--- src/hdl/gpio_qual_dir_pkg.sv ---
// Shared constants for the input qualification and pin direction block.
package gpio_qual_dir_pkg;

   // ----------------------------------------------------------------
   // Register byte offsets
   // ----------------------------------------------------------------
   localparam logic [7:0]  QSEL_A_OFS    = 8'h00;
   localparam logic [7:0]  QSEL_B_OFS    = 8'h04;
   localparam logic [7:0]  DIR_A_OFS     = 8'h08;
   localparam logic [7:0]  DIR_B_OFS     = 8'h0C;

   // ----------------------------------------------------------------
   // Reset values and writable bit masks
   // ----------------------------------------------------------------
   localparam logic [31:0] QSEL_A_RST    = 32'h0000_0000;
   localparam logic [31:0] QSEL_B_RST    = 32'h0000_0000;
   localparam logic [31:0] DIR_A_RST     = 32'h0000_0000;
   localparam logic [31:0] DIR_B_RST     = 32'h0000_0000;
   localparam logic [31:0] QSEL_A_WMASK  = 32'hFFFF_FFFF;
   localparam logic [31:0] QSEL_B_WMASK  = 32'h0000_3FFF;
   localparam logic [31:0] DIR_A_WMASK   = 32'hFFFF_FFFF;
   localparam logic [31:0] DIR_B_WMASK   = 32'h0000_007F;

   // ----------------------------------------------------------------
   // Pin counts and field layout
   // ----------------------------------------------------------------
   localparam int          PORT_A_PINS   = 32;
   localparam int          PORT_B_PINS   = 7;
   localparam int          QUAL_A_PINS   = 16;
   localparam int          QUAL_B_PINS   = 7;
   localparam int          QUAL_PINS     = QUAL_A_PINS + QUAL_B_PINS;
   localparam int          QUAL_FIRST_PIN = 16;
   localparam int          QSEL_FIELD_W  = 2;

   // ----------------------------------------------------------------
   // Qualification modes and sample counts
   // ----------------------------------------------------------------
   typedef enum logic [1:0] {
      QUAL_SYNC  = 2'b00,
      QUAL_3     = 2'b01,
      QUAL_6     = 2'b10,
      QUAL_ASYNC = 2'b11
   } qual_mode_t;
   localparam int          QUAL_3_SAMPLES = 3;
   localparam int          QUAL_6_SAMPLES = 6;
   localparam int          PERIOD_W       = 8;
   localparam int          PERIOD_CNT_W   = 9;

   // ----------------------------------------------------------------
   // Bus responses
   // ----------------------------------------------------------------
   localparam logic [1:0]  RESP_OKAY     = 2'b00;
   localparam logic [1:0]  RESP_SLVERR   = 2'b10;

endpackage

--- src/hdl/gpio_input_qual_and_direction.sv ---
// Input qualification select and pin direction control with an AXI4-Lite register slave.
// Functional notes
// Each qualifiable pin has own two-bit field.
// Code 00 synchronizes input to clock only.
// Code 01 qualifies using three samples.
// Code 10 qualifies using six samples.
// Code 11 peripheral pin passes input asynchronously.
// Code 11 general-purpose input acts like 00.
// Sample spacing comes from port A period.
// Port A select: sixteen fields, pins 16-31.
// Port B select: seven fields, upper bits zero.
// Direction acts only on general-purpose pins.
// Direction 0 input by default, 1 output.
// Output pins drive their output latch value.
// Software presets latch before enabling output.
// Direction registers: 32 and 7 bits.
// Direction reads return stored setting only.
// Writes accepted only while protection permits.
// Period code 0 is one, n is 2n.
// Qualified input changes after all samples agree.
// All select and direction bits reset zero.
//
// Implementation choices: the AXI4-Lite register port and the address map.
`timescale 1ns/10ps
`default_nettype none

module gpio_input_qual_and_direction #(
   parameter int ADDR_W = 8
) (
   input  wire logic                core_clk_i,
   input  wire logic                reset_n_i,
   input  wire logic [ADDR_W-1:0]   s_axi_awaddr_i,
   input  wire logic                s_axi_awvalid_i,
   output logic                     s_axi_awready_o,
   input  wire logic [31:0]         s_axi_wdata_i,
   input  wire logic [3:0]          s_axi_wstrb_i,
   input  wire logic                s_axi_wvalid_i,
   output logic                     s_axi_wready_o,
   output logic [1:0]               s_axi_bresp_o,
   output logic                     s_axi_bvalid_o,
   input  wire logic                s_axi_bready_i,
   input  wire logic [ADDR_W-1:0]   s_axi_araddr_i,
   input  wire logic                s_axi_arvalid_i,
   output logic                     s_axi_arready_o,
   output logic [31:0]              s_axi_rdata_o,
   output logic [1:0]               s_axi_rresp_o,
   output logic                     s_axi_rvalid_o,
   input  wire logic                s_axi_rready_i,
   input  wire logic                protected_write_permit_i,
   input  wire logic [7:0]          sample_period_field_i,
   input  wire logic [38:0]         pin_is_gpio_i,
   input  wire logic [31:0]         port_a_output_latch_i,
   input  wire logic [6:0]          port_b_output_latch_i,
   input  wire logic [22:0]         qual_pin_i,
   output logic [22:0]              qualified_o,
   output logic [38:0]              pin_oe_o,
   output logic [38:0]              pin_do_o
);

   // ----------------------------------------------------------------
   // State
   // ----------------------------------------------------------------
   typedef struct packed {
      logic [31:0]       qsel_a;
      logic [31:0]       qsel_b;
      logic [31:0]       dir_a;
      logic [31:0]       dir_b;
      logic              aw_got;
      logic              w_got;
      logic [ADDR_W-1:0] awaddr;
      logic [31:0]       wdata;
      logic [3:0]        wstrb;
      logic              awready;
      logic              wready;
      logic              bvalid;
      logic [1:0]        bresp;
      logic              arready;
      logic              rvalid;
      logic [31:0]       rdata;
      logic [1:0]        rresp;
      logic [8:0]        period_cnt;
      logic [22:0]       sync1;
      logic [22:0]       sync2;
      logic [22:0][5:0]  samples;
      logic [22:0]       qual;
      logic [38:0]       pin_oe;
      logic [38:0]       pin_do;
   } state_t;

   state_t s_r;
   state_t s_nxt;

   // ----------------------------------------------------------------
   // Helpers
   // ----------------------------------------------------------------
   // Returns the qualification field of qualifiable input k.
   function automatic gpio_qual_dir_pkg::qual_mode_t qual_field(input state_t st, input int k);
      logic [1:0] f;
      if (k < gpio_qual_dir_pkg::QUAL_A_PINS) begin
         f = st.qsel_a[k*2 +: 2];
      end else begin
         f = st.qsel_b[(k-gpio_qual_dir_pkg::QUAL_A_PINS)*2 +: 2];
      end
      return gpio_qual_dir_pkg::qual_mode_t'(f);
   endfunction

   // Returns 1 when the word address matches a mapped register.
   function automatic logic addr_hit(input logic [ADDR_W-1:0] a);
      logic [7:0] w;
      logic       hit;
      w   = {a[7:2], 2'b00};
      hit = 1'b0;
      case (w)
         gpio_qual_dir_pkg::QSEL_A_OFS: begin
            hit = 1'b1;
         end
         gpio_qual_dir_pkg::QSEL_B_OFS: begin
            hit = 1'b1;
         end
         gpio_qual_dir_pkg::DIR_A_OFS: begin
            hit = 1'b1;
         end
         gpio_qual_dir_pkg::DIR_B_OFS: begin
            hit = 1'b1;
         end
         default: begin
            hit = 1'b0;
         end
      endcase
      return hit;
   endfunction

   // Merges byte-strobed write data into the writable bits of a register.
   function automatic logic [31:0] merge(input logic [31:0] old, input logic [31:0] d,
                                          input logic [3:0] strb, input logic [31:0] wmask);
      logic [31:0] m;
      m = 32'h0000_0000;
      for (int b = 0; b < 4; b++) begin
         m[b*8 +: 8] = {8{strb[b]}};
      end
      m = m & wmask;
      return (d & m) | (old & ~m);
   endfunction

   // ----------------------------------------------------------------
   // Next state
   // ----------------------------------------------------------------
   always_comb begin
      logic [7:0]  wa;
      logic [7:0]  ra;
      logic        tick;
      logic [5:0]  smp;
      gpio_qual_dir_pkg::qual_mode_t mode;
      logic        agree_hi3;
      logic        agree_lo3;
      logic        agree_hi6;
      logic        agree_lo6;
      wa   = {s_r.awaddr[7:2], 2'b00};
      ra   = {s_axi_araddr_i[7:2], 2'b00};
      tick = (s_r.period_cnt == 9'h000);
      smp  = 6'h00;
      mode = gpio_qual_dir_pkg::QUAL_SYNC;
      agree_hi3 = 1'b0;
      agree_lo3 = 1'b0;
      agree_hi6 = 1'b0;
      agree_lo6 = 1'b0;
      s_nxt = s_r;

      // Write address and data are taken in either order.
      if (s_r.awready && s_axi_awvalid_i) begin
         s_nxt.aw_got = 1'b1;
         s_nxt.awaddr = s_axi_awaddr_i;
      end
      if (s_r.wready && s_axi_wvalid_i) begin
         s_nxt.w_got = 1'b1;
         s_nxt.wdata = s_axi_wdata_i;
         s_nxt.wstrb = s_axi_wstrb_i;
      end
      if (s_r.bvalid && s_axi_bready_i) begin
         s_nxt.bvalid = 1'b0;
      end
      if (s_r.aw_got && s_r.w_got && !s_r.bvalid) begin
         s_nxt.aw_got = 1'b0;
         s_nxt.w_got  = 1'b0;
         s_nxt.bvalid = 1'b1;
         s_nxt.bresp  = addr_hit(s_r.awaddr) ? gpio_qual_dir_pkg::RESP_OKAY : gpio_qual_dir_pkg::RESP_SLVERR;
         if (protected_write_permit_i) begin
            unique case (wa)
               gpio_qual_dir_pkg::QSEL_A_OFS: begin
                  s_nxt.qsel_a = merge(s_r.qsel_a, s_r.wdata, s_r.wstrb,
                                       gpio_qual_dir_pkg::QSEL_A_WMASK);
               end
               gpio_qual_dir_pkg::QSEL_B_OFS: begin
                  s_nxt.qsel_b = merge(s_r.qsel_b, s_r.wdata, s_r.wstrb,
                                       gpio_qual_dir_pkg::QSEL_B_WMASK);
               end
               gpio_qual_dir_pkg::DIR_A_OFS: begin
                  s_nxt.dir_a = merge(s_r.dir_a, s_r.wdata, s_r.wstrb,
                                      gpio_qual_dir_pkg::DIR_A_WMASK);
               end
               gpio_qual_dir_pkg::DIR_B_OFS: begin
                  s_nxt.dir_b = merge(s_r.dir_b, s_r.wdata, s_r.wstrb,
                                      gpio_qual_dir_pkg::DIR_B_WMASK);
               end
               default: ;
            endcase
         end
      end
      s_nxt.awready = !s_nxt.aw_got && !s_nxt.bvalid;
      s_nxt.wready  = !s_nxt.w_got && !s_nxt.bvalid;

      // Read channel answers one cycle after the address is taken.
      if (s_r.rvalid && s_axi_rready_i) begin
         s_nxt.rvalid = 1'b0;
      end
      if (s_r.arready && s_axi_arvalid_i) begin
         s_nxt.rvalid = 1'b1;
         s_nxt.rresp  = addr_hit(s_axi_araddr_i) ? gpio_qual_dir_pkg::RESP_OKAY : gpio_qual_dir_pkg::RESP_SLVERR;
         unique case (ra)
            gpio_qual_dir_pkg::QSEL_A_OFS: begin
               s_nxt.rdata = s_r.qsel_a;
            end
            gpio_qual_dir_pkg::QSEL_B_OFS: begin
               s_nxt.rdata = s_r.qsel_b & gpio_qual_dir_pkg::QSEL_B_WMASK;
            end
            gpio_qual_dir_pkg::DIR_A_OFS: begin
               s_nxt.rdata = s_r.dir_a;
            end
            gpio_qual_dir_pkg::DIR_B_OFS: begin
               s_nxt.rdata = s_r.dir_b & gpio_qual_dir_pkg::DIR_B_WMASK;
            end
            default: begin
               s_nxt.rdata = 32'h0000_0000;
            end
         endcase
      end
      s_nxt.arready = !s_nxt.rvalid;

      // Sample period counter shared by both ports.
      if (tick) begin
         if (sample_period_field_i == 8'h00) begin
            s_nxt.period_cnt = 9'h000;
         end else begin
            s_nxt.period_cnt = {sample_period_field_i, 1'b0} - 9'h001;
         end
      end else begin
         s_nxt.period_cnt = s_r.period_cnt - 9'h001;
      end

      // Synchronise, sample and qualify each input.
      for (int k = 0; k < gpio_qual_dir_pkg::QUAL_PINS; k++) begin
         s_nxt.sync1[k] = qual_pin_i[k];
         s_nxt.sync2[k] = s_r.sync1[k];
         if (tick) begin
            s_nxt.samples[k] = {s_r.samples[k][4:0], s_r.sync2[k]};
         end
         smp  = s_r.samples[k];
         mode = qual_field(s_r, k);
         agree_hi3 = &smp[2:0];
         agree_lo3 = ~|smp[2:0];
         agree_hi6 = &smp;
         agree_lo6 = ~|smp;
         unique case (mode)
            gpio_qual_dir_pkg::QUAL_3: begin
               if (agree_hi3) begin
                  s_nxt.qual[k] = 1'b1;
               end else if (agree_lo3) begin
                  s_nxt.qual[k] = 1'b0;
               end
            end
            gpio_qual_dir_pkg::QUAL_6: begin
               if (agree_hi6) begin
                  s_nxt.qual[k] = 1'b1;
               end else if (agree_lo6) begin
                  s_nxt.qual[k] = 1'b0;
               end
            end
            gpio_qual_dir_pkg::QUAL_SYNC,
            gpio_qual_dir_pkg::QUAL_ASYNC: begin
               s_nxt.qual[k] = s_r.sync2[k];
            end
         endcase
      end

      // Direction applies only to pins selected as general-purpose.
      for (int p = 0; p < gpio_qual_dir_pkg::PORT_A_PINS; p++) begin
         s_nxt.pin_oe[p] = s_r.dir_a[p] & pin_is_gpio_i[p];
      end
      for (int p = 0; p < gpio_qual_dir_pkg::PORT_B_PINS; p++) begin
         s_nxt.pin_oe[gpio_qual_dir_pkg::PORT_A_PINS + p] = s_r.dir_b[p] &
            pin_is_gpio_i[gpio_qual_dir_pkg::PORT_A_PINS + p];
      end
      s_nxt.pin_do = {port_b_output_latch_i, port_a_output_latch_i};
   end

   // ----------------------------------------------------------------
   // Registers
   // ----------------------------------------------------------------
   always_ff @(posedge core_clk_i) begin
      if (!reset_n_i) begin
         s_r        <= '0;
         s_r.qsel_a <= gpio_qual_dir_pkg::QSEL_A_RST;
         s_r.qsel_b <= gpio_qual_dir_pkg::QSEL_B_RST;
         s_r.dir_a  <= gpio_qual_dir_pkg::DIR_A_RST;
         s_r.dir_b  <= gpio_qual_dir_pkg::DIR_B_RST;
      end else begin
         s_r <= s_nxt;
      end
   end

   // ----------------------------------------------------------------
   // Outputs
   // ----------------------------------------------------------------
   // Peripheral pins in asynchronous mode bypass all flip-flops.
   always_comb begin
      for (int k = 0; k < gpio_qual_dir_pkg::QUAL_PINS; k++) begin
         if ((qual_field(s_r, k) == gpio_qual_dir_pkg::QUAL_ASYNC) &&
             !pin_is_gpio_i[gpio_qual_dir_pkg::QUAL_FIRST_PIN + k]) begin
            qualified_o[k] = qual_pin_i[k];
         end else begin
            qualified_o[k] = s_r.qual[k];
         end
      end
   end

   // ----------------------------------------------------------------
   // Bus outputs
   // ----------------------------------------------------------------
   assign s_axi_awready_o = s_r.awready;
   assign s_axi_wready_o  = s_r.wready;
   assign s_axi_bvalid_o  = s_r.bvalid;
   assign s_axi_bresp_o   = s_r.bresp;
   assign s_axi_arready_o = s_r.arready;
   assign s_axi_rvalid_o  = s_r.rvalid;
   assign s_axi_rdata_o   = s_r.rdata;
   assign s_axi_rresp_o   = s_r.rresp;

   // ----------------------------------------------------------------
   // Pin outputs
   // ----------------------------------------------------------------
   assign pin_oe_o        = s_r.pin_oe;
   assign pin_do_o        = s_r.pin_do;

endmodule

`default_nettype wire

--- config.mk ---
export PLATFORM = sky130hd
export DESIGN_NAME = gpio_input_qual_and_direction
export DESIGN_NICKNAME = d
export VERILOG_FILES = /design/src/hdl/gpio_qual_dir_pkg.sv /design/src/hdl/gpio_input_qual_and_direction.sv
export SDC_FILE = /design/constraint.sdc
export NUM_CORES = 1
export LEC_CHECK = 0
export ABC_CLOCK_PERIOD_IN_PS = 5900
export BUFFER_PORTS_ARGS = -buffer_cell sky130_fd_sc_hd__buf_4
export CAP_MARGIN = 5
export CORE_ASPECT_RATIO = 0.7
export CORE_MARGIN = 3
export CORE_UTILIZATION = 40
export DETAILED_ROUTE_END_ITERATION = 16
export PLACE_DENSITY = 0.58
export REMOVE_ABC_BUFFERS = 1
export SETUP_SLACK_MARGIN = 0.15
export SYNTH_ARGS = -nofsm -noshare
export SYNTH_HDL_FRONTEND = slang
export SYNTH_SLANG_ARGS = --single-unit
--- constraint.sdc ---
create_clock -name core_clk_i -period 5.9 [get_ports core_clk_i]
set_input_delay 1.475 -clock core_clk_i [delete_from_list [all_inputs] [get_ports core_clk_i]]
set_output_delay 1.475 -clock core_clk_i [all_outputs]
set_load 0.05 [all_outputs]
# Word level (Yosys, flattened, before mapping)
# Index checks and enable logic that the tools add are counted.
[op_classes]
addsub = 2
eq_ne = 121
muxes = 154
bitwise = 53
reduce_logical = 231
[op_table]
columns = ["operator", "n"]
rows = [
  ["32-bit AND", 5],
  ["3-bit != test, second input constant", 46],
  ["6-bit AND reduction", 23],
  ["6-bit OR reduction", 23],
  ["32-bit OR", 4],
  ["32-bit one-hot mux with 4 select lines", 1],
  ["1-bit two-way mux", 123],
  ["2-bit == test, second input constant", 46],
  ["3-bit AND reduction", 27],
  ["1-bit one-hot mux with 3 select lines", 23],
  ["3-bit OR reduction", 23],
  ["2-bit by 1-bit == test with 1-bit output, second input constant", 23],
  ["2-bit logical NOT", 23],
  ["2-bit AND reduction", 23],
  ["2-bit OR reduction", 23],
  ["1-bit AND", 39],
  ["35-bit two-way mux", 1],
  ["32-bit by 14-bit AND with 32-bit output", 1],
  ["32-bit by 7-bit AND with 32-bit output", 1],
  ["1-bit logical AND", 32],
  ["14-bit inverter with 32-bit output", 1],
  ["32-bit inverter", 1],
  ["7-bit inverter with 32-bit output", 1],
  ["1-bit logical NOT", 28],
  ["10 further kinds", 20],
]
[word_totals]
register_bits = 509
input_bits = 169
out_inout_bits = 142
word_cells = 629

# Longest topological paths before layout
# Gate-level depths: netlist of the first run.
[logic_depth]
ltp_word = 8
mapped_depth = 9
ltp_nobuf = 6

# Least setup slack after synthesis of the first run
# OpenSTA, ideal clock, no wires.
[synth_path]
path_type = "input to output"
startpoint = "input port pin_is_gpio_i[16]"
endpoint = "output port qualified_o[0]"
arrival_time_ns = 2.034
path_slack_ns = 2.391
stages = 2
path_buffers = 0
path_cell_list = "nor2b_1 -> mux2_2"
[synth_between]
elab_chain_cells = 3
[synth_lines]
columns = ["item", "line_no", "source"]
rows = [
  ["start: declaration", "gpio_input_qual_and_direction.sv:51", "input wire logic [38:0] pin_is_gpio_i,"],
  ["1-bit logical NOT", "gpio_input_qual_and_direction.sv:318", "!pin_is_gpio_i[gpio_qual_dir_pkg::QUAL_FIRST_PIN + k]) begin"],
  ["1-bit logical AND", "gpio_input_qual_and_direction.sv:317", "if ((qual_field(s_r, k) == gpio_qual_dir_pkg::QUAL_ASYNC) &&"],
  ["1-bit two-way mux", "gpio_input_qual_and_direction.sv:317", ""],
  ["end: declaration", "gpio_input_qual_and_direction.sv:55", "output logic [22:0] qualified_o,"],
]
# No other way between the ends.

# Final worst setup path of the first run
[layout_path]
startpoint = "input port pin_is_gpio_i[25]"
endpoint = "output port qualified_o[9]"
# Same word-level chain as after synthesis.

==> flow_summary.yaml, run 1 <==
setup_path:
  endpoint_kind: "output port"
  critPathLaunchType: "input port"
  cp.required_ns: 4.43
  cp_max_fo: 2
  cp.arrival_ns: 2.33
  crit_type: "input port to output port"
routing:
  routedWlPerCell_microns: 16.7
  vias: 15200
  totalWireLength_microns: 50300
  drc: 0
  ant_nets: 0
  dr.pass1.iters: 5
  dr.first_iter.drc_count: 801
  viasPerCell: 5.03
global_route:
  grtUsageMet3_pct: 3.81
  grt.total_usage_pct: 19.0
  grt_pass1_wl_microns: 79000
  grtUsageMet2_pct: 30.8
  gr-total-overflow: 0
  antenna_found_initial: 2
  grt_start_max_net_pins: 170
  grt_busiest_layer: "met2"
  grtUsageMet1_pct: 26.2
  grt_pass1_vias: 14500
synthesis:
  synth_area_sq_um: 19500
  async_flop_share_pct: 0
  yosysTopAreaCell: "dfxtp_1"
  synth-seq-cells: 462
  synth_top_area_share_pct: 47.3
  yosysMostFrequentCell: "dfxtp_1"
  yosys_warnings: 0
  synth-edff-count: 0
  synthTopCellsByCount: "462 x dfxtp_1, 423 x nand2_1, 211 x a21oi_1"
  synthDistinctLibCells: 49
  syn_inst: 2181
  ys.flop_type: "dfxtp_1"
  avgSynthCellArea_sq_um: 8.96
  ys_seq_area_share_pct: 47.3
  synth_area_leaders: "dfxtp_1 47%, nand2_1 8.1%, ha_1 6.1%"
cells_and_area:
  drive_gt1_share_pct: 18.7
  fin_nets: 2584
  area_growth_pct: 18.2
  stdcell_count: 3014
clock_network:
  post-cts-setup-buffers: 0
  cts_tree: "built"
  clockRootBuffer: "clkbuf_16"
  htreeDepth: 2
  cts.sinks: 462
  ctsHoldBuffers: 0
  path_clk_slew_ns: 0.05
  clockBufferDepth: 3
  clock_latency_ns: 0.56
  cts_buffers: 48
  ctsResizeCount: 0
floorplan:
  die_h_microns: 191
  rows: 67
  ios: 311
  initial_core_util_pct: 40.7
  die_w_microns: 270
  die_area_sq_um: 51600
  core_sq_um: 48000
status:
  outcome: "finished, final reports clean"
pwr:
  p_total_uw: 7400
  ir_drop_uv: 206
  powerDensity_nw_per_um2: 320
  leakage_uw: 0.00912
place:
  dp_hpwl_microns: 34200
  port_buffers: 304
  gp_congestion: 0.817
  numPlacedInstances: 2925
timing:
  setup_viol: 0
  min_period_ns: 3.81
  slew_violations: 0
  worst_clock_skew_ns: 0.0170
  slew_headroom_pct: 18.0
  hold_violations: 0
  fmax_mhz: 263
  tightest_slew_ns: 1.23
  finalCritPeriodShare_pct: 64.5
  rsz0062_at_grt: "no"
worst_hold_path:
  hold_path.class: "register to register"
run:
  max-cap-violations: 0
-- final cells by class --
cell class                 instances  area [sq um]
tap                              655           820
antenna                            1          2.50
clock buffer                      69          1430
timing repair buffer             314          2360
sequential                       462          9250
clock inverter                    19           211
inverter                          52           203
fill                            4583         24900
multi-input combinational       1442          8820
-- where the power goes --
part / leakage, uW / switching (uW) / internal, uW / total, uW
Clock: 0.000820 / 1260 / 1860 / 3130
Sequential: 0.00375 / 75.8 / 3220 / 3290
Combinational: 0.00455 / 720 / 259 / 978
-- cells by family after synthesis --
logic type / after synthesis / synth area share, %
and+or+nand+nor: 816 / 19.4
DFF: 462 / 47.3
AOI/OAI and AO/OA: 381 / 11.4
buffers and inverters: 278 / 7.68
muxes: 140 / 7.77
adders and majority gates: 95 / 6.08
xor gates and xnor gates: 8 / 0.359
other: 1 / 0.0192
-- cell usage in the layout (no fill, tap or decap), types with 7 or more instances in the layout --
cell type	n
clkinv_2	11
mux2_2	23
o31ai_1	24
o31a_1	23
inv_1	51
and3_1	42
nand2b_1	7
mux4_2	7
a22oi_1	32
and2_1	85
dfxtp_1	462
or4_1	7
nor4_1	27
nor2_1	128
ha_1	95
o21ai_0	57
o211ai_1	24
mux2i_1	110
nand3_1	52
nand2_1	421
a21oi_1	210
buf_4	314
nor2b_1	26
clkbuf_1	7
clkbuf_8	13
clkbuf_16	49
-- layer usage --
layer,share of wire [%],vias up
met1,48,7284
met5,0.056,-
met2,45,298
met3,5.2,73
met4,1.7,4
li1,-,7512
-- through the flow --
step	setup WS (ns)	hold WS (ns)	util, %	setup TNS (ns)	instance area (sq um)
after floorplan	-2.32	0.412	-	-141.65	18200
after global placement	1.92	0.417	44.7	0	21500
after detailed placement	1.84	0.419	44.7	0	21500
after CTS	2.08	0.436	48.1	0	23100
after global routing	2.03	0.443	48.1	0	23100
final	2.09	0.431	48.1	0	23100
-- path summary, 6_finish.rpt --
| kind | start | to | slack, ns | cells past startpoint |
|---|---|---|---|---|
| max | pin_is_gpio_i[25] | qualified_o[9] | 2.09 | 4 |
| min | s_nxt[256] | s_r[256] | 0.43 | 1 |
| min reg2reg | s_nxt[256] | s_r[256] | 0.43 | 1 |
| max reg2reg | s_r[285] | s_r[144] | 2.50 | 7 |
-- critical path, stage by stage --
cell,delay [ns]
buf_4,0.13
nor2b_1,0.12
mux2_2,0.39
buf_4,0.20
No activity file was read; power rests on OpenSTA's default activity.
==> run 2: changes to the inputs <==
--- a/config.mk
+++ b/config.mk
@@ -5,14 +5,15 @@
 export SDC_FILE = /design/constraint.sdc
 export NUM_CORES = 1
 export LEC_CHECK = 0
-export ABC_CLOCK_PERIOD_IN_PS = 5900
+export ABC_AREA = 1
+export ABC_CLOCK_PERIOD_IN_PS = 3600
 export BUFFER_PORTS_ARGS = -buffer_cell sky130_fd_sc_hd__buf_4
 export CAP_MARGIN = 5
 export CORE_ASPECT_RATIO = 0.7
 export CORE_MARGIN = 3
 export CORE_UTILIZATION = 40
 export DETAILED_ROUTE_END_ITERATION = 16
-export PLACE_DENSITY = 0.58
+export PLACE_DENSITY = 0.57
 export REMOVE_ABC_BUFFERS = 1
 export SETUP_SLACK_MARGIN = 0.15
 export SYNTH_ARGS = -nofsm -noshare
==> constraint.sdc (replaced) <==
create_clock -name core_clk_i -period 3.6 [get_ports core_clk_i]
set_input_delay 0.9 -clock core_clk_i [delete_from_list [all_inputs] [get_ports core_clk_i]]
set_output_delay 0.9 -clock core_clk_i [all_outputs]
set_load 0.05 [all_outputs]
==> flow_summary.yaml, run 2 <==
cells_and_area:
  fill_cells: 4863
  fin_nets: 3195
  fin_area_sq_um: 24400
  final_core_util_pct: 48.7
  layout_commonest_cell: "dfxtp_1"
  multiInputGateArea_sq_um: 8770
  seqCellArea_sq_um: 9250
  drive_gt1_share_pct: 14.9
  final_cell_mix: "462 x dfxtp_1, 446 x nand2_1, 423 x nor2_1, 326 x buf_4, 310 x inv_1"
  area_growth_pct: 18.7
  antenna_cells: 0
synthesis:
  synthTopCellsByCount: "462 x dfxtp_1, 449 x nand2_1, 424 x nor2_1"
  synth-seq-cells: 462
  async_flop_share_pct: 0
  synth_top_area_share_pct: 45.1
  ys_seq_area_share_pct: 45.1
  yosys_warnings: 0
  synth_area_sq_um: 20500
  yosysTopAreaCell: "dfxtp_1"
  synth_area_leaders: "dfxtp_1 45%, nand2_1 8.2%, nor2_1 7.8%"
  yosysMostFrequentCell: "dfxtp_1"
  avgSynthCellArea_sq_um: 7.37
  syn_inst: 2785
  synth-edff-count: 0
  ys.flop_type: "dfxtp_1"
  synthDistinctLibCells: 28
timing:
  fin_setup_tns_ns: 0
  slew_violations: 0
  worst_clock_skew_ns: 0.0261
  worst_slack_ns: 0.654
  min_period_ns: 2.95
  finalCritPeriodShare_pct: 81.8
  rsz0062_at_grt: "no"
  slew_headroom_pct: 34.3
  hold_violations: 0
  tightest_slew_ns: 0.985
  setup_viol: 0
  fmax_mhz: 340
place:
  dpl_worst_slack_ns: 0.732
  dpl-instance-area_sq_um: 22600
  dp_hpwl_microns: 39900
  gp_congestion: 0.833
  port_buffers: 304
pwr:
  leakage_uw: 0.0110
  powerDensity_nw_per_um2: 643
  p_total_uw: 15700
  ir_drop_uv: 703
setup_path:
  critPathLaunchType: "register"
  cp_max_fo: 5
  critPathMaxStageDelay_ns: 0.44
  worst_path_max_delay_cell: "dfxtp_1"
  endpoint_kind: "output port"
  crit_type: "register to output port"
  cp.required_ns: 2.70
  path_cells: "ha_1, a21oi_1, a31oi_1, buf_4"
  cp.arrival_ns: 2.05
worst_hold_path:
  hold_path.class: "register to register"
routing:
  viasPerCell: 4.96
  totalWireLength_microns: 57300
  dr.first_iter.drc_count: 1265
  routedWlPerCell_microns: 15.8
  drc: 0
  vias: 18000
  ant_nets: 0
  dr.pass1.iters: 6
clock_network:
  clockBufferDepth: 3
  ctsResizeCount: 0
  htreeDepth: 2
  clock_latency_ns: 0.59
  cts_buffers: 49
  ctsHoldBuffers: 0
  cts.sinks: 462
  clockRootBuffer: "clkbuf_16"
  path_clk_slew_ns: 0.06
  post-cts-setup-buffers: 0
  cts_tree: "built"
floorplan:
  die_area_sq_um: 54100
  rows: 68
  ios: 311
  core_sq_um: 50000
  die_w_microns: 277
  die_h_microns: 196
  initial_core_util_pct: 41.0
global_route:
  grt_pass1_vias: 16800
  grt.total_usage_pct: 20.3
  antenna_found_initial: 0
  gr-total-overflow: 0
  grt_pass1_wl_microns: 89800
  grt_start_max_net_pins: 111
run:
  max-cap-violations: 0
status:
  outcome: "finished, final reports clean"
==> run 2: cell count changes after synthesis, moves of 32 or more <==
cell	before	now
nor2_1	128	424
inv_1	51	310
o21ai_0	57	204
mux2i_1	110	0
nand3_1	52	151
and2_1	87	0
nand4_1	0	79
nor3_1	2	47
a21oi_1	211	255
and3_1	42	1
a22oi_1	32	0
==> run 2: power by group <==
part	internal, uW	total (uW)	switching (uW)	leakage, uW
Clock	3330	5470	2140	0.000875
Sequential	6020	6700	689	0.00377
Combinational	1260	3480	2220	0.00633
Total	10600	15700	5050	0.0110
==> run 2: cell type report <==
cell class                 count  share of cell area, %
clock inverter                23                   1.26
multi-input combinational   1772                   36.0
clock buffer                  67                   5.98
inverter                     314                   4.86
timing repair buffer         332                   10.5
tap                          665                   3.42
sequential                   462                   38.0
==> run 2: routing by layer <==
layer | up-vias | track usage [%] | share of wire, %
met4 | 0 | 4.72 | 1.7
met1 | 8398 | 28.5 | 48
met3 | 76 | 3.16 | 5.0
met5 | - | 0 | 0
met2 | 407 | 33.0 | 45
li1 | 9149 | - | -
==> run 2: final timing paths <==
check | startpoint | cells after the start | end | slack (ns)
min reg2reg | s_nxt[255] | 2 | s_r[255] | 0.40
max | register | 4 | qualified_o[2] | 0.65
max reg2reg | s_r[285] | 8 | s_r[200] | 1.17
min | s_nxt[255] | 2 | s_r[255] | 0.40
==> run 2: critical path, delay by kind of cell, from the launching register on <==
kind,cells,cell delay (ns)
buffers and inverters,1,0.29
DFF,1,0.44
AOI/OAI and AO/OA,2,0.48
adders and majority gates,1,0.24
==> run 2: cells by family after synthesis <==
logic type                 share of synthesized area [%]
AOI/OAI and AO/OA                                   12.5
xor gates and xnor gates                           0.341
adders and majority gates                           5.79
buffers and inverters                               12.4
DFF                                                 45.1
other                                             0.0183
and+or+nand+nor                                     24.0
==> run 2: stage by stage <==
step	hold slack, ns	instances
floorplan	0.390	2548
global placement	0.394	3545
detailed placement	0.396	3545
CTS	0.403	3635
global route	0.429	3635
finish	0.400	3635
==> run 3: changes to the inputs <==
--- a/config.mk
+++ b/config.mk
@@ -6,7 +6,7 @@
 export NUM_CORES = 1
 export LEC_CHECK = 0
 export ABC_AREA = 1
-export ABC_CLOCK_PERIOD_IN_PS = 3600
+export ABC_CLOCK_PERIOD_IN_PS = 2950
 export BUFFER_PORTS_ARGS = -buffer_cell sky130_fd_sc_hd__buf_4
 export CAP_MARGIN = 5
 export CORE_ASPECT_RATIO = 0.7
==> constraint.sdc (replaced) <==
create_clock -name core_clk_i -period 2.95 [get_ports core_clk_i]
set_input_delay 0.7375 -clock core_clk_i [delete_from_list [all_inputs] [get_ports core_clk_i]]
set_output_delay 0.7375 -clock core_clk_i [all_outputs]
set_load 0.05 [all_outputs]
==> flow_summary.yaml, run 3 (synthesis gave the netlist of run 2 again) <==
place:
  numPlacedInstances: 3549
  port_buffers: 304
  gp_congestion: 0.853
  dp_hpwl_microns: 40100
timing:
  finalCritPeriodShare_pct: 89.4
  tightest_slew_ns: 0.804
  rsz0062_at_grt: "no"
  fmax_mhz: 379
  setup_viol: 0
  slew_violations: 0
  worst_clock_skew_ns: 0.0191
  slew_headroom_pct: 46.3
  min_period_ns: 2.64
  hold_violations: 0
  finalHoldWorstSlack_ns: 0.339
routing:
  viasPerCell: 4.94
  totalWireLength_microns: 57700
  vias: 18000
  dr.pass1.iters: 5
  dr.first_iter.drc_count: 1238
  ant_nets: 0
  wl_met1_microns: 28200
  drc: 0
  wl_met2_microns: 25800
  met3_length_microns: 2830
  highest_layer: "met4"
  routedWlPerCell_microns: 15.9
clock_network:
  cts.sinks: 462
  ctsHoldBuffers: 0
  cts_tree: "built"
  htreeDepth: 2
  post-cts-setup-buffers: 0
  clockBufferDepth: 3
  cts_buffers: 47
  clockRootBuffer: "clkbuf_16"
  clock_latency_ns: 0.58
  path_clk_slew_ns: 0.07
  ctsResizeCount: 0
setup_path:
  reg2reg_depth: 8
  critPathLaunchType: "register"
  cp_max_fo: 5
  crit_type: "register to output port"
  reg2reg_from: "s_r[285]"
  cp.arrival_ns: 1.90
  r2r-end: "s_r[144]"
  critPathMaxStageDelay_ns: 0.41
  r2r_setup_slack_ns: 0.78
  path_cells: "ha_1, a21oi_1, a31oi_1, buf_4"
  cp-endpoint: "qualified_o[1]"
  cp.required_ns: 2.21
  worst_path_max_delay_cell: "dfxtp_1"
  endpoint_kind: "output port"
global_route:
  grt_pass1_wl_microns: 90200
  grt_start_max_net_pins: 170
  gr-total-overflow: 0
  grt.total_usage_pct: 20.4
  antenna_found_initial: 2
  grt_pass1_vias: 16600
cells_and_area:
  layout_commonest_cell: "dfxtp_1"
  final_core_util_pct: 48.6
  drive_gt1_share_pct: 14.8
  final_cell_mix: "462 x dfxtp_1, 446 x nand2_1, 423 x nor2_1, 324 x buf_4, 310 x inv_1"
  stdcell_count: 3635
  fin_nets: 3197
  area_growth_pct: 18.6
floorplan:
  core_sq_um: 50000
  rows: 68
  die_w_microns: 277
  die_area_sq_um: 54100
  die_h_microns: 196
  ios: 311
  initial_core_util_pct: 41.0
status:
  outcome: "finished, final reports clean"
pwr:
  leakage_uw: 0.0109
  ir_drop_uv: 428
  powerDensity_nw_per_um2: 772
worst_hold_path:
  hold_path_startpoint: "port_a_output_latch_i[11]"
  hold_path.class: "input port to register"
run:
  max-cap-violations: 0
## run 3: routing by layer
metal / up-vias / global-route usage, %
li1: 9146 / -
met1: 8373 / 29.2
met2: 389 / 32.4
met3: 59 / 3.00
met4: 0 / 5.19
met5: - / 0
## run 3: power by group
group	switching [uW]	internal (uW)	leakage, uW
Sequential	834	7340	0.00377
Combinational	2740	1610	0.00637
Clock	2560	3700	0.000797
Total	6140	12700	0.0109
## run 3: worst min path at each step
stage	end	depth (start not counted)	slack, ns
after floorplan	s_r[239]	2	0.39
final	pin_do_o[11]	3	0.34
after global placement	s_r[258]	2	0.40
after detailed placement	s_r[261]	2	0.40
after global routing	pin_do_o[11]	3	0.32
after CTS	pin_do_o[11]	3	0.30
## run 3: stage by stage
| step | instance area [sq um] | TNS, ns | setup slack [ns] | power (uW) |
|---|---|---|---|---|
| 2_1_floorplan | 19200 | -256.44 | -1.56 | 11200 |
| 3_3_place_gp | 22700 | 0 | 0.356 | 12500 |
| 3_5_place_dp | 22700 | 0 | 0.373 | 12600 |
| 4_1_cts | 24300 | 0 | 0.199 | 19000 |
| 5_1_grt | 24300 | 0 | 0.162 | 20000 |
| 6_report | 24300 | 0 | 0.314 | 18800 |
## run 3: worst max-delay path: cells and delay by family, from the launching register on
kind,cells,cell delay [ns]
adders and majority gates,1,0.20
DFF,1,0.41
buffers and inverters,1,0.28
AOI/OAI and AO/OA,2,0.44
## run 3: layout make-up
cell class | count | area (sq um)
Antenna cell | 2 | 5.00
Clock buffer | 68 | 1430
Clock inverter | 16 | 191
Fill cell | 4864 | 25700
Inverter | 314 | 1180
Multi-Input combinational cell | 1772 | 8780
Sequential cell | 462 | 9250
Tap cell | 665 | 832
Timing Repair Buffer | 336 | 2670
